$ cat src/shared/cvc_params.svh
// Offsets, field positions, reset values and widths of the comparator control block
`ifndef CVC_PARAMS_SVH
`define CVC_PARAMS_SVH

// APB address width and register byte offsets
`define CVC_ADDR_W 8
`define CVC_OFF_CMP_CTRL 8'h00
`define CVC_OFF_VREF_CTRL 8'h04
`define CVC_OFF_CMP_STAT 8'h08

// Comparator control fields
`define CVC_CMP_B_RESULT_BIT 7
`define CVC_CMP_A_RESULT_BIT 6
`define CVC_CMP_B_INVERT_BIT 5
`define CVC_CMP_A_INVERT_BIT 4
`define CVC_INPUT_SWITCH_BIT 3
`define CVC_CFG_MSB 2
`define CVC_CFG_LSB 0
`define CVC_CFG_RESET 3'h7
`define CVC_CFG_SWITCHED 3'h6

// Reference control fields
`define CVC_VREF_ON_BIT 7
`define CVC_VREF_PIN_BIT 6
`define CVC_VREF_RANGE_BIT 5
`define CVC_VREF_VAL_MSB 3
`define CVC_VREF_VAL_LSB 0
`define CVC_VREF_RESET 8'h00

// Status fields
`define CVC_STAT_A_EN_BIT 0
`define CVC_STAT_B_EN_BIT 1
`define CVC_STAT_A_RAW_BIT 2
`define CVC_STAT_B_RAW_BIT 3

// Synchroniser lane count; the depth of three stages is fixed in cvc_sync
`define CVC_SYNC_W 2

`endif

$ cat src/shared/cvc_pkg.sv
// Types shared by the comparator control block
package cvc_pkg;

  // Analog source feeding one comparator input
  typedef enum logic [2:0] {
    cvc_src_pin0,
    cvc_src_pin1,
    cvc_src_pin2,
    cvc_src_pin3,
    cvc_src_pin4,
    cvc_src_pin5,
    cvc_src_ladder,
    cvc_src_none
  } cvc_src_t;

  // Routing of one comparator
  typedef struct packed {
    logic en;
    cvc_src_t pos;
    cvc_src_t neg;
  } cvc_route_t;

endpackage : cvc_pkg

$ cat src/shared/cvc_regbus_if.sv
// Internal register access bus between the APB slave and the register file
`timescale 1ns/10ps
`default_nettype none
`include "cvc_params.svh"

interface cvc_regbus_if;
  logic wr;
  logic [`CVC_ADDR_W-1:0] addr;
  logic [7:0] wdata;
  logic [7:0] rdata;
  logic hit;

  modport bus (output wr, output addr, output wdata, input rdata, input hit);
  modport regs (input wr, input addr, input wdata, output rdata, output hit);
endinterface : cvc_regbus_if

`default_nettype wire

$ cat src/verilog/cvc_top.sv
// Comparator and voltage reference control block with APB registers
`timescale 1ns/10ps
`default_nettype none
`include "cvc_params.svh"

// Summary of operation
// - Second result bit 7, inverted when selected
// - First result bit 6, inverted when selected
// - Bit 5 inverts second comparator output
// - Bit 4 inverts first comparator output
// - Mode 110 applies input switch to negatives
// - Writable 3-bit mode field selects configuration
// - Results drive pins and readable register bits
// - Inputs chosen among pins 0-5, ladder
// - Reset clears reference enable bit 7
// - Reset clears reference pin drive bit 6
// - Reset clears range select bit 5
// - Reset clears reference value select bits
// - Sleep wake leaves reference register unchanged

module cvc_top
  import cvc_pkg::*;
(
  input wire logic clock_i,
  input wire logic arst_n_i,
  // APB slave
  input wire logic psel_i,
  input wire logic penable_i,
  input wire logic pwrite_i,
  input wire logic [`CVC_ADDR_W-1:0] paddr_i,
  input wire logic [31:0] pwdata_i,
  output logic [31:0] prdata_o,
  output logic pready_o,
  output logic pslverr_o,
  // Raw analog comparator decisions, asynchronous
  input wire logic cmp_a_raw_i,
  input wire logic cmp_b_raw_i,
  // Comparator enables and input multiplexer selects
  output logic cmp_a_en_o,
  output logic cmp_b_en_o,
  output logic [2:0] cmp_a_pos_sel_o,
  output logic [2:0] cmp_a_neg_sel_o,
  output logic [2:0] cmp_b_pos_sel_o,
  output logic [2:0] cmp_b_neg_sel_o,
  // Pin-level comparator outputs
  output logic cmp_a_out_o,
  output logic cmp_b_out_o,
  // Reference ladder controls
  output logic vref_on_o,
  output logic vref_pin_drive_o,
  output logic vref_range_sel_o,
  output logic [3:0] vref_value_o
);

  // Writable comparator fields
  logic cmp_b_invert_r;
  logic cmp_a_invert_r;
  logic input_switch_sel_r;
  logic [2:0] cmp_config_field_r;

  // Result bits, pin outputs and routing
  logic cmp_a_result_r;
  logic cmp_b_result_r;
  logic cmp_a_result_nxt;
  logic cmp_b_result_nxt;
  cvc_route_t route_a_r;
  cvc_route_t route_b_r;
  cvc_route_t route_a_nxt;
  cvc_route_t route_b_nxt;

  // Reference control fields
  logic vref_on_r;
  logic vref_pin_drive_r;
  logic vref_range_sel_r;
  logic [3:0] vref_value_r;

  // Synchronised analog decisions
  logic [`CVC_SYNC_W-1:0] raw_sync;
  logic cmp_a_level;
  logic cmp_b_level;

  // Register bus decode
  logic wr_cmp;
  logic wr_vref;
  logic [7:0] cmp_ctrl_rd;
  logic [7:0] vref_ctrl_rd;
  logic [7:0] cmp_stat_rd;

  cvc_regbus_if rb ();

  // Routing decode for one comparator from mode, switch and position
  function automatic cvc_route_t cvc_route(
    input logic [2:0] mode,
    input logic sw,
    input logic second
  );
    cvc_route_t r;
    r.en = 1'b1;
    r.pos = second ? cvc_src_pin2 : cvc_src_pin3;
    r.neg = second ? cvc_src_pin1 : cvc_src_pin0;
    unique case (mode)
      3'h0: begin
        // Both comparators held off
        r.en = 1'b0;
        r.pos = cvc_src_none;
        r.neg = cvc_src_none;
      end
      3'h1: begin
        // First comparator alone on its own pins
        r.en = !second;
      end
      3'h2: begin
        // Two independent comparators on pins 0-3
        r.en = 1'b1;
      end
      3'h3: begin
        // Both compare against the ladder
        r.pos = cvc_src_ladder;
      end
      3'h4: begin
        // Common positive reference on pin 2
        r.pos = cvc_src_pin2;
      end
      3'h5: begin
        // Second comparator alone against pins 4 and 5
        r.en = second;
        r.pos = cvc_src_pin5;
        r.neg = cvc_src_pin4;
      end
      `CVC_CFG_SWITCHED: begin
        // Four inputs multiplexed against the ladder
        r.pos = cvc_src_ladder;
        if (sw) begin
          r.neg = second ? cvc_src_pin2 : cvc_src_pin3;
        end else begin
          r.neg = second ? cvc_src_pin1 : cvc_src_pin0;
        end
      end
      3'h7: begin
        // Comparators off, the reset state
        r.en = 1'b0;
        r.pos = cvc_src_none;
        r.neg = cvc_src_none;
      end
    endcase
    return r;
  endfunction : cvc_route

  // APB front end
  cvc_apb_slave u_apb (
    .clock_i(clock_i),
    .arst_n_i(arst_n_i),
    .psel_i(psel_i),
    .penable_i(penable_i),
    .pwrite_i(pwrite_i),
    .paddr_i(paddr_i),
    .pwdata_i(pwdata_i),
    .prdata_o(prdata_o),
    .pready_o(pready_o),
    .pslverr_o(pslverr_o),
    .rb(rb.bus)
  );

  // Bring the analog decisions into the clock domain
  cvc_sync u_sync (
    .clock_i(clock_i),
    .arst_n_i(arst_n_i),
    .async_i({cmp_b_raw_i, cmp_a_raw_i}),
    .sync_o(raw_sync)
  );

  assign cmp_a_level = raw_sync[0];
  assign cmp_b_level = raw_sync[1];

  // Address decode of the writable registers
  assign wr_cmp = rb.wr && (rb.addr == `CVC_OFF_CMP_CTRL);
  assign wr_vref = rb.wr && (rb.addr == `CVC_OFF_VREF_CTRL);

  // Comparator control writable fields; result bits ignore writes
  always_ff @(posedge clock_i or negedge arst_n_i) begin
    if (!arst_n_i) begin
      cmp_b_invert_r <= 1'b0;
      cmp_a_invert_r <= 1'b0;
      input_switch_sel_r <= 1'b0;
      cmp_config_field_r <= `CVC_CFG_RESET;
    end else if (wr_cmp) begin
      cmp_b_invert_r <= rb.wdata[`CVC_CMP_B_INVERT_BIT];
      cmp_a_invert_r <= rb.wdata[`CVC_CMP_A_INVERT_BIT];
      input_switch_sel_r <= rb.wdata[`CVC_INPUT_SWITCH_BIT];
      cmp_config_field_r <= rb.wdata[`CVC_CFG_MSB:`CVC_CFG_LSB];
    end
  end

  // Reference control; only the block reset clears it, sleep has no path
  always_ff @(posedge clock_i or negedge arst_n_i) begin
    if (!arst_n_i) begin
      vref_on_r <= 1'b0;
      vref_pin_drive_r <= 1'b0;
      vref_range_sel_r <= 1'b0;
      vref_value_r <= 4'h0;
    end else if (wr_vref) begin
      vref_on_r <= rb.wdata[`CVC_VREF_ON_BIT];
      vref_pin_drive_r <= rb.wdata[`CVC_VREF_PIN_BIT];
      vref_range_sel_r <= rb.wdata[`CVC_VREF_RANGE_BIT];
      vref_value_r <= rb.wdata[`CVC_VREF_VAL_MSB:`CVC_VREF_VAL_LSB];
    end
  end

  // Routing of both comparators; switch only matters in mode 110
  always_comb begin
    route_a_nxt = cvc_route(cmp_config_field_r, input_switch_sel_r, 1'b0);
    route_b_nxt = cvc_route(cmp_config_field_r, input_switch_sel_r, 1'b1);
  end

  // Registered multiplexer selects and enables
  always_ff @(posedge clock_i or negedge arst_n_i) begin
    if (!arst_n_i) begin
      route_a_r <= '{en: 1'b0, pos: cvc_src_none, neg: cvc_src_none};
      route_b_r <= '{en: 1'b0, pos: cvc_src_none, neg: cvc_src_none};
    end else begin
      route_a_r <= route_a_nxt;
      route_b_r <= route_b_nxt;
    end
  end

  // Polarity per comparator; a disabled comparator reads low
  always_comb begin
    cmp_a_result_nxt = route_a_r.en && (cmp_a_level ^ cmp_a_invert_r);
    cmp_b_result_nxt = route_b_r.en && (cmp_b_level ^ cmp_b_invert_r);
  end

  // Result flops feed both the pins and the register readback
  always_ff @(posedge clock_i or negedge arst_n_i) begin
    if (!arst_n_i) begin
      cmp_a_result_r <= 1'b0;
      cmp_b_result_r <= 1'b0;
    end else begin
      cmp_a_result_r <= cmp_a_result_nxt;
      cmp_b_result_r <= cmp_b_result_nxt;
    end
  end

  // Readback images of each register
  always_comb begin
    cmp_ctrl_rd = 8'h00;
    cmp_ctrl_rd[`CVC_CMP_B_RESULT_BIT] = cmp_b_result_r;
    cmp_ctrl_rd[`CVC_CMP_A_RESULT_BIT] = cmp_a_result_r;
    cmp_ctrl_rd[`CVC_CMP_B_INVERT_BIT] = cmp_b_invert_r;
    cmp_ctrl_rd[`CVC_CMP_A_INVERT_BIT] = cmp_a_invert_r;
    cmp_ctrl_rd[`CVC_INPUT_SWITCH_BIT] = input_switch_sel_r;
    cmp_ctrl_rd[`CVC_CFG_MSB:`CVC_CFG_LSB] = cmp_config_field_r;
    vref_ctrl_rd = `CVC_VREF_RESET;
    vref_ctrl_rd[`CVC_VREF_ON_BIT] = vref_on_r;
    vref_ctrl_rd[`CVC_VREF_PIN_BIT] = vref_pin_drive_r;
    vref_ctrl_rd[`CVC_VREF_RANGE_BIT] = vref_range_sel_r;
    vref_ctrl_rd[`CVC_VREF_VAL_MSB:`CVC_VREF_VAL_LSB] = vref_value_r;
    cmp_stat_rd = 8'h00;
    cmp_stat_rd[`CVC_STAT_A_EN_BIT] = route_a_r.en;
    cmp_stat_rd[`CVC_STAT_B_EN_BIT] = route_b_r.en;
    cmp_stat_rd[`CVC_STAT_A_RAW_BIT] = cmp_a_level;
    cmp_stat_rd[`CVC_STAT_B_RAW_BIT] = cmp_b_level;
  end

  // Read mux with decode hit for the slave's error answer
  always_comb begin
    rb.rdata = 8'h00;
    rb.hit = 1'b1;
    unique case (rb.addr)
      `CVC_OFF_CMP_CTRL: begin
        rb.rdata = cmp_ctrl_rd;
      end
      `CVC_OFF_VREF_CTRL: begin
        rb.rdata = vref_ctrl_rd;
      end
      `CVC_OFF_CMP_STAT: begin
        rb.rdata = cmp_stat_rd;
      end
      default: begin
        rb.hit = 1'b0;
      end
    endcase
  end

  // Pin-level outputs, all from flops
  assign cmp_a_out_o = cmp_a_result_r;
  assign cmp_b_out_o = cmp_b_result_r;
  assign cmp_a_en_o = route_a_r.en;
  assign cmp_b_en_o = route_b_r.en;
  assign cmp_a_pos_sel_o = route_a_r.pos;
  assign cmp_a_neg_sel_o = route_a_r.neg;
  assign cmp_b_pos_sel_o = route_b_r.pos;
  assign cmp_b_neg_sel_o = route_b_r.neg;
  assign vref_on_o = vref_on_r;
  assign vref_pin_drive_o = vref_pin_drive_r;
  assign vref_range_sel_o = vref_range_sel_r;
  assign vref_value_o = vref_value_r;

endmodule : cvc_top

`default_nettype wire

$ cat src/verilog/cvc_sync.sv
// Three-stage synchroniser for the comparator result levels
`timescale 1ns/10ps
`default_nettype none
`include "cvc_params.svh"

module cvc_sync (
  input wire logic clock_i,
  input wire logic arst_n_i,
  input wire logic [`CVC_SYNC_W-1:0] async_i,
  output logic [`CVC_SYNC_W-1:0] sync_o
);

  logic [`CVC_SYNC_W-1:0] meta_r;
  logic [`CVC_SYNC_W-1:0] stage2_r;
  logic [`CVC_SYNC_W-1:0] stage3_r;
  logic [`CVC_SYNC_W-1:0] level_r;

  genvar g;
  generate
    for (g = 0; g < `CVC_SYNC_W; g++) begin : g_lane
      // Shift chain; first stage feeds only the second
      always_ff @(posedge clock_i or negedge arst_n_i) begin
        if (!arst_n_i) begin
          meta_r[g] <= 1'b0;
          stage2_r[g] <= 1'b0;
          stage3_r[g] <= 1'b0;
        end else begin
          meta_r[g] <= async_i[g];
          stage2_r[g] <= meta_r[g];
          stage3_r[g] <= stage2_r[g];
        end
      end

      // Accept a new level once the last two stages agree
      always_ff @(posedge clock_i or negedge arst_n_i) begin
        if (!arst_n_i) begin
          level_r[g] <= 1'b0;
        end else if (stage2_r[g] == stage3_r[g]) begin
          level_r[g] <= stage3_r[g];
        end
      end
    end
  endgenerate

  assign sync_o = level_r;

endmodule : cvc_sync

`default_nettype wire

$ cat src/verilog/cvc_apb_slave.sv
// APB slave front end that drives the internal register bus
`timescale 1ns/10ps
`default_nettype none
`include "cvc_params.svh"

module cvc_apb_slave (
  input wire logic clock_i,
  input wire logic arst_n_i,
  input wire logic psel_i,
  input wire logic penable_i,
  input wire logic pwrite_i,
  input wire logic [`CVC_ADDR_W-1:0] paddr_i,
  input wire logic [31:0] pwdata_i,
  output logic [31:0] prdata_o,
  output logic pready_o,
  output logic pslverr_o,
  cvc_regbus_if.bus rb
);

  logic [7:0] rdata_r;
  logic err_r;
  logic setup;

  assign setup = psel_i && !penable_i;

  // Address and data go straight to the register file
  assign rb.addr = paddr_i;
  assign rb.wdata = pwdata_i[7:0];
  assign rb.wr = psel_i && penable_i && pwrite_i && rb.hit;

  // Capture read data and decode result in the setup cycle
  always_ff @(posedge clock_i or negedge arst_n_i) begin
    if (!arst_n_i) begin
      rdata_r <= 8'h00;
      err_r <= 1'b0;
    end else if (setup) begin
      rdata_r <= pwrite_i ? 8'h00 : rb.rdata;
      err_r <= !rb.hit;
    end
  end

  // Zero wait states; upper data bits read as zero
  assign pready_o = psel_i && penable_i;
  assign prdata_o = {24'h000000, rdata_r};
  assign pslverr_o = psel_i && penable_i && err_r;

endmodule : cvc_apb_slave

`default_nettype wire

$ cat config.mk
export PLATFORM = sky130hd
export DESIGN_NAME = cvc_top
export DESIGN_NICKNAME = d
export VERILOG_FILES = /design/src/shared/cvc_pkg.sv /design/src/shared/cvc_regbus_if.sv /design/src/verilog/cvc_top.sv /design/src/verilog/cvc_sync.sv /design/src/verilog/cvc_apb_slave.sv
export VERILOG_INCLUDE_DIRS = /design/src /design/src/shared
export SDC_FILE = /design/constraint.sdc
export NUM_CORES = 1
export LEC_CHECK = 0
export BUFFER_PORTS_ARGS = -buffer_cell sky130_fd_sc_hd__buf_2
export CORE_MARGIN = 1
export CORE_UTILIZATION = 40
export DETAILED_ROUTE_END_ITERATION = 12
export PLACE_DENSITY = 0.75
export SLEW_MARGIN = 0
export SYNTH_ARGS = -nofsm -noshare
export SYNTH_HDL_FRONTEND = slang
export SYNTH_SLANG_ARGS = --single-unit
$ cat constraint.sdc
create_clock -name clock_i -period 1.3 [get_ports clock_i]
set_clock_uncertainty 0.1 [all_clocks]
set_input_delay 0.13 -clock clock_i [delete_from_list [all_inputs] [get_ports clock_i]]
set_output_delay 0.13 -clock clock_i [all_outputs]
set_load 0.05 [all_outputs]
==> reports/qor.yml, run 1 <==
outcome:
  status: "complete, no violations"
pwr:
  p_seq_share_pct: 43.7
  cellPowerDensity_nw_per_um2: 1250
  clock_power_share_pct: 39.7
  combPwrFrac_pct: 16.6
  p_switching_uw: 861
  p_sw_share_pct: 27.0
  peakVddDrop_mv: 0.592
  p_leak_nw: 1.32
  finalPower_mw: 3.18
  p_int_mw: 2.32
global_route:
  busiest_layer: "met2"
  gr-usage-met1_pct: 19.4
  grt-ovfl-total: 0
  met2_usage_pct: 23.2
  grt_pass1_wl_um: 5680
  use_met3_pct: 4.72
  grt_max_degree: 43
  antenna_found_initial: 0
  grt_pass1_vias: 1196
  track_usage_pct: 14.8
clock_tree:
  clkLatencyLatePin_ps: 290
  cts_buffers: 5
  cts_tree: "yes"
  cts.sinks: 42
  htreeDepth: 2
  cts_root_buffer: "clkbuf_8"
  clk_pin_slew_worst_paths_ps: 80
  cts_max_path_buffers: 2
sta:
  timing.final.crit_share_pct: 97.7
  finalSetupViolations: 0
  finalMaxSlewViolations: 0
  fin_crit_ps: 1270
  whs_ps: 149
  max_freq_mhz: 787
  hold_viol: 0
finish:
  instances_no_fill: 297
  nFillCells: 431
  antenna_cells: 0
  final_util_pct: 53.9
  areaGrowthSynthToFinish_pct: 29.1
  layout-drive-gt1-share_pct: 44.8
  final_common_cell: "buf_2"
  most-common-layout-cells: "buf_2, dfrtp_1, conb_1"
  fin_nets: 276
route:
  drt-vias-per-instance: 4.35
  first_pass_iters: 6
  wl_per_cell_um: 12.5
  via_count: 1291
  drt_iter0_drc: 45
  routed_wl_um: 3700
  drc: 0
  postRouteAntennaNets: 0
setup_path:
  cp-end-kind: "output pin"
  crit_path_top_delay_cell: "dfstp_2"
  crit_type: "reg -> out"
  path_max_fanout: 3
  crit_path_cell_trace: "buf_4"
  worstSetupStartpointType: "register"
  crit_required_ps: 1070
  r2r_start: "cmp_config_field_r[1]"
  crit_path_start: "cmp_b_neg_sel_o[1]"
  worstPathArrival_ps: 1040
  critPathBufInv: 1
  critical_path.max_stage_delay_ps: 550
  critical_path.top_delay_family: "flip-flops"
logic_synthesis:
  synth.distinct_cells: 33
  syn_inst: 159
  yosysSeqAreaShare_pct: 54.0
  post_synth.cell_area_avg_um2: 12.4
  syn_area_um2: 1970
  ys_ff_latch: 42
  ys_warn_count: 0
worst_hold_path:
  min_path_type: "in -> reg"
  hp-start: "psel_i"
run:
  max_cap_viol_count: 0
placement:
  dp_hpwl_um: 2680
  place_congestion: 0.763
  port_buffers: 55
  dp.cells: 277
die:
  io-pin-count: 104
  die_h_um: 72.2
  initial_utilization_pct: 41.7
  floorplan.rows: 25
  dieArea_um2: 5210
  die_w_um: 72.2
  core_area_um2: 4720
cell type report:
| class | count | area [µm²] | share of cell area (%) |
|---|---|---|---|
| flip-flops and latches | 42 | 1060 | 41.8 |
| inverters | 1 | 3.75 | 0.147 |
| clock inverters | 2 | 60.1 | 2.36 |
| multi-input cells | 104 | 748 | 29.4 |
| well taps | 67 | 83.8 | 3.29 |
| repair buffers | 75 | 502 | 19.7 |
| clock buffers | 6 | 82.6 | 3.24 |
cells by family after synthesis:
| group | after synthesis | share of synthesized area [%] |
|---|---|---|
| XOR/XNOR | 2 | 0.889 |
| adder cells (fa/ha/maj) | 2 | 1.02 |
| other | 1 | 0.190 |
| AND/OR/NAND/NOR | 35 | 12.1 |
| multiplexers | 21 | 11.6 |
| AO/OA/AOI/OAI | 20 | 7.87 |
| flip-flops | 42 | 54.0 |
| buffers and inverters | 36 | 12.4 |
what timing repair did:
action	in CTS	in global routing
setup endpoints to repair	9	8
pin swaps	0	0
resized for setup	6	12
buffers inserted	0	1
endpoints found under the hold margin	56	0
hold buffers	11	0
worst paths after layout:
check | to | slack, ps | cells past startpoint
setup / recovery | cmp_a_neg_sel_o[1] | 30 | 1
hold / removal | u_apb.err_r | 150 | 4
setup reg to reg | u_apb.rdata_r[1] | 80 | 3
hold reg to reg | u_sync.stage2_r[0] | 250 | 0
max in group asynchronous | cmp_config_field_r[0] | 610 | 3
min in group asynchronous | u_apb.err_r | 230 | 3
per-layer routing:
metal  part of all wire (%)  routed length, µm  vias up
met1                     45               1660      614
li1                       -                  -      630
met2                     49               1820       42
met4                    1.3                 47        0
met3                    4.9                180        5
met5                      0                  0        -
cells in the mapped netlist:
master / n / area share, %
mux2_2: 14 / 8.0
a211o_1: 1 / 0.44
nor4_4: 1 / 1.1
nand4b_2: 1 / 0.76
inv_1: 1 / 0.19
and3b_1: 1 / 0.44
buf_4: 28 / 11
buf_2: 3 / 0.76
and3_1: 2 / 0.63
o21ai_0: 7 / 1.8
dfrtp_1: 31 / 39
nand4b_1: 1 / 0.44
clkbuf_1: 3 / 0.57
o31ai_1: 1 / 0.38
or4_4: 1 / 0.57
dfstp_2: 11 / 15
o211a_1: 4 / 2.0
nand4_2: 1 / 0.63
nand2_1: 12 / 2.3
o211ai_1: 5 / 1.9
nand2b_1: 2 / 0.63
o31ai_4: 1 / 1.1
xor2_1: 2 / 0.89
maj3_1: 2 / 1.0
a21oi_1: 1 / 0.25
mux2i_1: 7 / 3.6
conb_1: 1 / 0.19
nand3b_1: 4 / 1.5
or3_1: 1 / 0.32
nor2b_1: 4 / 1.3
buf_1: 1 / 0.19
and2_1: 3 / 0.95
nor3_2: 1 / 0.51
sequential cells by signal, summed over array words and instances, names as in the netlist:
name	cells
cmp_b_invert_r	1
input_switch_sel_r	1
u_apb.err_r	1
cmp_config_field_r	3
cmp_b_pos_sel_o	2
vref_on_o	1
cmp_a_pos_sel_o	3
u_sync.sync_o	2
cmp_b_out_o	1
vref_value_o	4
u_apb.rdata_r	8
cmp_b_en_o	1
vref_pin_drive_o	1
vref_range_sel_o	1
u_sync.stage3_r	2
u_sync.meta_r	2
cmp_a_out_o	1
u_sync.stage2_r	2
cmp_a_invert_r	1
cmp_a_en_o	1
cmp_a_neg_sel_o	1
cmp_b_neg_sel_o	2
per-stage QoR:
step	worst slack, ps	setup TNS [ps]	area [µm²]
2_1_floorplan	2.39	0	2060
5_1_grt	-5.41	-8.89	2540
3_5_place_dp	-185	-2470	2250
4_1_cts	-27.2	-79.9	2520
6_report	29.9	0	2540
3_3_place_gp	-153	-2200	2250
power by group through the flow:
| stage | clock (mW) | sequential (mW) | combinational (mW) |
|---|---|---|---|
| after detailed placement | 0 | 1.41 | 0.497 |
| after global routing | 1.36 | 1.40 | 0.562 |
| final | 1.26 | 1.39 | 0.529 |
| after global placement | 0 | 1.41 | 0.490 |
| after CTS | 1.29 | 1.39 | 0.527 |
| after floorplan | 0 | 1.50 | 0.337 |
(Power assumes the default switching activity.)
==> run 2, diff against run 1 <==
--- a/config.mk
+++ b/config.mk
@@ -8,9 +8,9 @@
 export LEC_CHECK = 0
 export BUFFER_PORTS_ARGS = -buffer_cell sky130_fd_sc_hd__buf_2
 export CORE_MARGIN = 1
-export CORE_UTILIZATION = 40
+export CORE_UTILIZATION = 45
 export DETAILED_ROUTE_END_ITERATION = 12
-export PLACE_DENSITY = 0.75
+export PLACE_DENSITY = 0.8
 export SLEW_MARGIN = 0
 export SYNTH_ARGS = -nofsm -noshare
 export SYNTH_HDL_FRONTEND = slang
==> constraint.sdc (replaced) <==
create_clock -name clock_i -period 1.55 [get_ports clock_i]
set_clock_uncertainty 0.1 [all_clocks]
set_input_delay 0.155 -clock clock_i [delete_from_list [all_inputs] [get_ports clock_i]]
set_output_delay 0.155 -clock clock_i [all_outputs]
set_load 0.05 [all_outputs]
==> run 2 against run 1 <==
  * Clock power fell by 17%
  * Via count decreased by 2.8%
  * Design area down 5.4%
  * Global-route usage rose by 1.5 points
  * Worst hold slack worse by 140 ps
  * Critical path type unchanged
==> reports/qor.yml, run 2 (same netlist as run 1, synthesis figures left out) <==
setup_path:
  reg2reg_depth: 3  # unchanged
  reg2reg_to: "u_apb.rdata_r[0]"  # was u_apb.rdata_r[1]
  r2r_start: "cmp_config_field_r[0]"  # was cmp_config_field_r[1]
  crit_path_top_delay_cell: "dfstp_2"  # unchanged
  r2r_setup_slack_ps: 310  # was 80 ps
  crit_path_cell_trace: "buf_2"  # was buf_4
  worstSetupStartpointType: "register"  # unchanged
  critical_path.top_delay_family: "flip-flops"  # unchanged
  crit_required_ps: 1290  # was 1070 ps
  critical_path.max_stage_delay_ps: 540  # was 550 ps
  worstPathArrival_ps: 1090  # was 1040 ps
  path_max_fanout: 2  # was 3
  crit_type: "reg -> out"  # unchanged
  critPathBufInv: 1  # unchanged
  cp-end-kind: "output pin"  # unchanged
placement:
  dp_hpwl_um: 2610  # was 2680 µm
  port_buffers: 55  # unchanged
  place_congestion: 0.739  # was 0.763
  dpl_cell_area_um2: 2200  # was 2250 µm²
global_route:
  grt_max_degree: 25  # was 43
  grt-ovfl-total: 0  # unchanged
  grt_pass1_vias: 1166  # was 1196
  antenna_found_initial: 0  # unchanged
  grt_pass1_wl_um: 5420  # was 5680 µm
  track_usage_pct: 16.3  # was 14.8%
route:
  routed.top_layer: "met4"  # unchanged
  drt_iter0_drc: 57  # was 45
  via_count: 1255  # was 1291
  met2_length_um: 1680  # was 1820 µm
  postRouteAntennaNets: 0  # unchanged
  m1WireLength_um: 1530  # was 1660 µm
  first_pass_iters: 4  # was 6
  routed_wl_um: 3450  # was 3700 µm
  drc: 0  # unchanged
  drt-vias-per-instance: 4.63  # was 4.35
  wl_per_cell_um: 12.7  # was 12.5 µm
  wl_met3_um: 207  # was 180 µm
clock_tree:
  clk_pin_slew_worst_paths_ps: 80  # about the same
  cts_root_buffer: "clkbuf_8"  # unchanged
  cts_max_path_buffers: 2  # unchanged
  clkLatencyLatePin_ps: 290  # about the same
  htreeDepth: 2  # unchanged
  cts.sinks: 42  # unchanged
  cts_buffers: 5  # unchanged
  cts_tree: "yes"  # unchanged
finish:
  most-common-layout-cells: "buf_2, dfrtp_1, conb_1"  # unchanged
  final_common_cell: "buf_2"  # unchanged
  layout-drive-gt1-share_pct: 44.8  # about the same
  nFillCells: 356  # was 431
  areaGrowthSynthToFinish_pct: 22.2  # was 29.1%
  postLayoutCellArea_um2: 2410  # was 2540 µm²
  antenna_cells: 0  # unchanged
  fin_nets: 267  # was 276
  regMostFlops: "u_apb.rdata_r"  # unchanged
  largest_register_ffs: 8  # unchanged
pwr:
  p_int_mw: 1.93  # was 2.32 mW
  p_switching_uw: 705  # was 861 µW
  p_leak_nw: 1.26  # was 1.32 nW
  clock_power_share_pct: 39.8  # was 39.7%
  combPwrFrac_pct: 15.9  # was 16.6%
  peakVddDrop_mv: 0.528  # was 0.592 mV
  p_sw_share_pct: 26.8  # was 27.0%
  cellPowerDensity_nw_per_um2: 1090  # was 1250 nW/µm²
  p_seq_share_pct: 44.3  # was 43.7%
worst_hold_path:
  min_path_type: "in -> reg"  # unchanged
  hold_depth: 2  # was 4
  hp-start: "pwdata_i[0]"  # was psel_i
  min_to: "vref_value_o[0]"  # was u_apb.err_r
sta:
  rsz0062_at_grt: "no"
  setup_tns_ps: 0  # unchanged
  timing.final.crit_share_pct: 86.6
  max_freq_mhz: 745
  whs_ps: 5.80  # was 149 ps
  finalMaxSlewViolations: 0  # unchanged
  hold_viol: 0  # unchanged
  fin_crit_ps: 1340
  finalSetupViolations: 0  # unchanged
run:
  max_cap_viol_count: 0  # unchanged
die:
  die_h_um: 68.2  # was 72.2 µm
  dieArea_um2: 4650  # was 5210 µm²
  initial_utilization_pct: 47.9  # was 41.7%
  core_area_um2: 4120  # was 4720 µm²
  io-pin-count: 104  # unchanged
  die_w_um: 68.2  # was 72.2 µm
  floorplan.rows: 23  # was 25
outcome:
  status: "complete, no violations"  # unchanged
-- run 2: changes by cell type in the layout (fill, tap and decap cells not counted) --
cell / previous run / this run
dlygate4sd3_1: 11 / 6
clkbuf_4: 3 / 0
buf_4: 17 / 4
buf_2: 42 / 55
buf_6: 1 / 0
-- run 2: cell type report --
class                   count  area, µm²  area share [%]
clock buffers               6       82.6            3.43
clock inverters             2       60.1            2.49
inverters                   1       3.75           0.156
multi-input cells         104        748            31.1
flip-flops and latches     42       1060            44.2
well taps                  50       62.6            2.60
repair buffers             66        385            16.0
-- run 2: power by group through the flow --
stage	combinational, mW	clock, mW	sequential, mW
global route	0.450	1.12	1.17
detailed placement	0.410	0	1.19
global placement	0.406	0	1.18
CTS	0.422	1.08	1.17
floorplan	0.282	0	1.26
finish	0.419	1.05	1.17
-- run 2: timing repair --
item,4_1_cts,5_1_grt
endpoints found under the hold margin,16,0
setup buffers,0,0
setup endpoints to repair,0,0
gates resized for setup,0,0
hold buffers,6,0
-- run 2: worst max-delay path by stage --
stage | start | cells past startpoint | slack (ps) | endpoint
finish | cmp_a_neg_sel_o[2] | 1 | 210 | cmp_a_neg_sel_o[2]
detailed placement | paddr_i[1] | 4 | 30 | input_switch_sel_r
global route | cmp_b_neg_sel_o[1] | 1 | 170 | cmp_a_neg_sel_o[0]
CTS | cmp_b_neg_sel_o[1] | 1 | 190 | cmp_b_neg_sel_o[1]
global placement | paddr_i[1] | 4 | 50 | cmp_b_invert_r
floorplan | cmp_config_field_r[2] | 3 | 220 | cmp_b_en_o
-- run 2: metrics by stage --
step                setup WS, ps  total power, mW  utilization, %  cells
floorplan                    216             1.54               -    182
global placement            54.5             1.59            53.6    257
detailed placement          27.8             1.60            53.6    257
CTS                          192             2.66            58.5    271
global route                 169             2.74            58.5    271
finish                       207             2.63            58.5    271
-- run 2: per-layer routing --
layer  track usage [%]  vias up
met5                 0        -
met2              27.7       48
met4              5.47        0
li1                  -      617
met1              19.6      587
met3              4.83        3
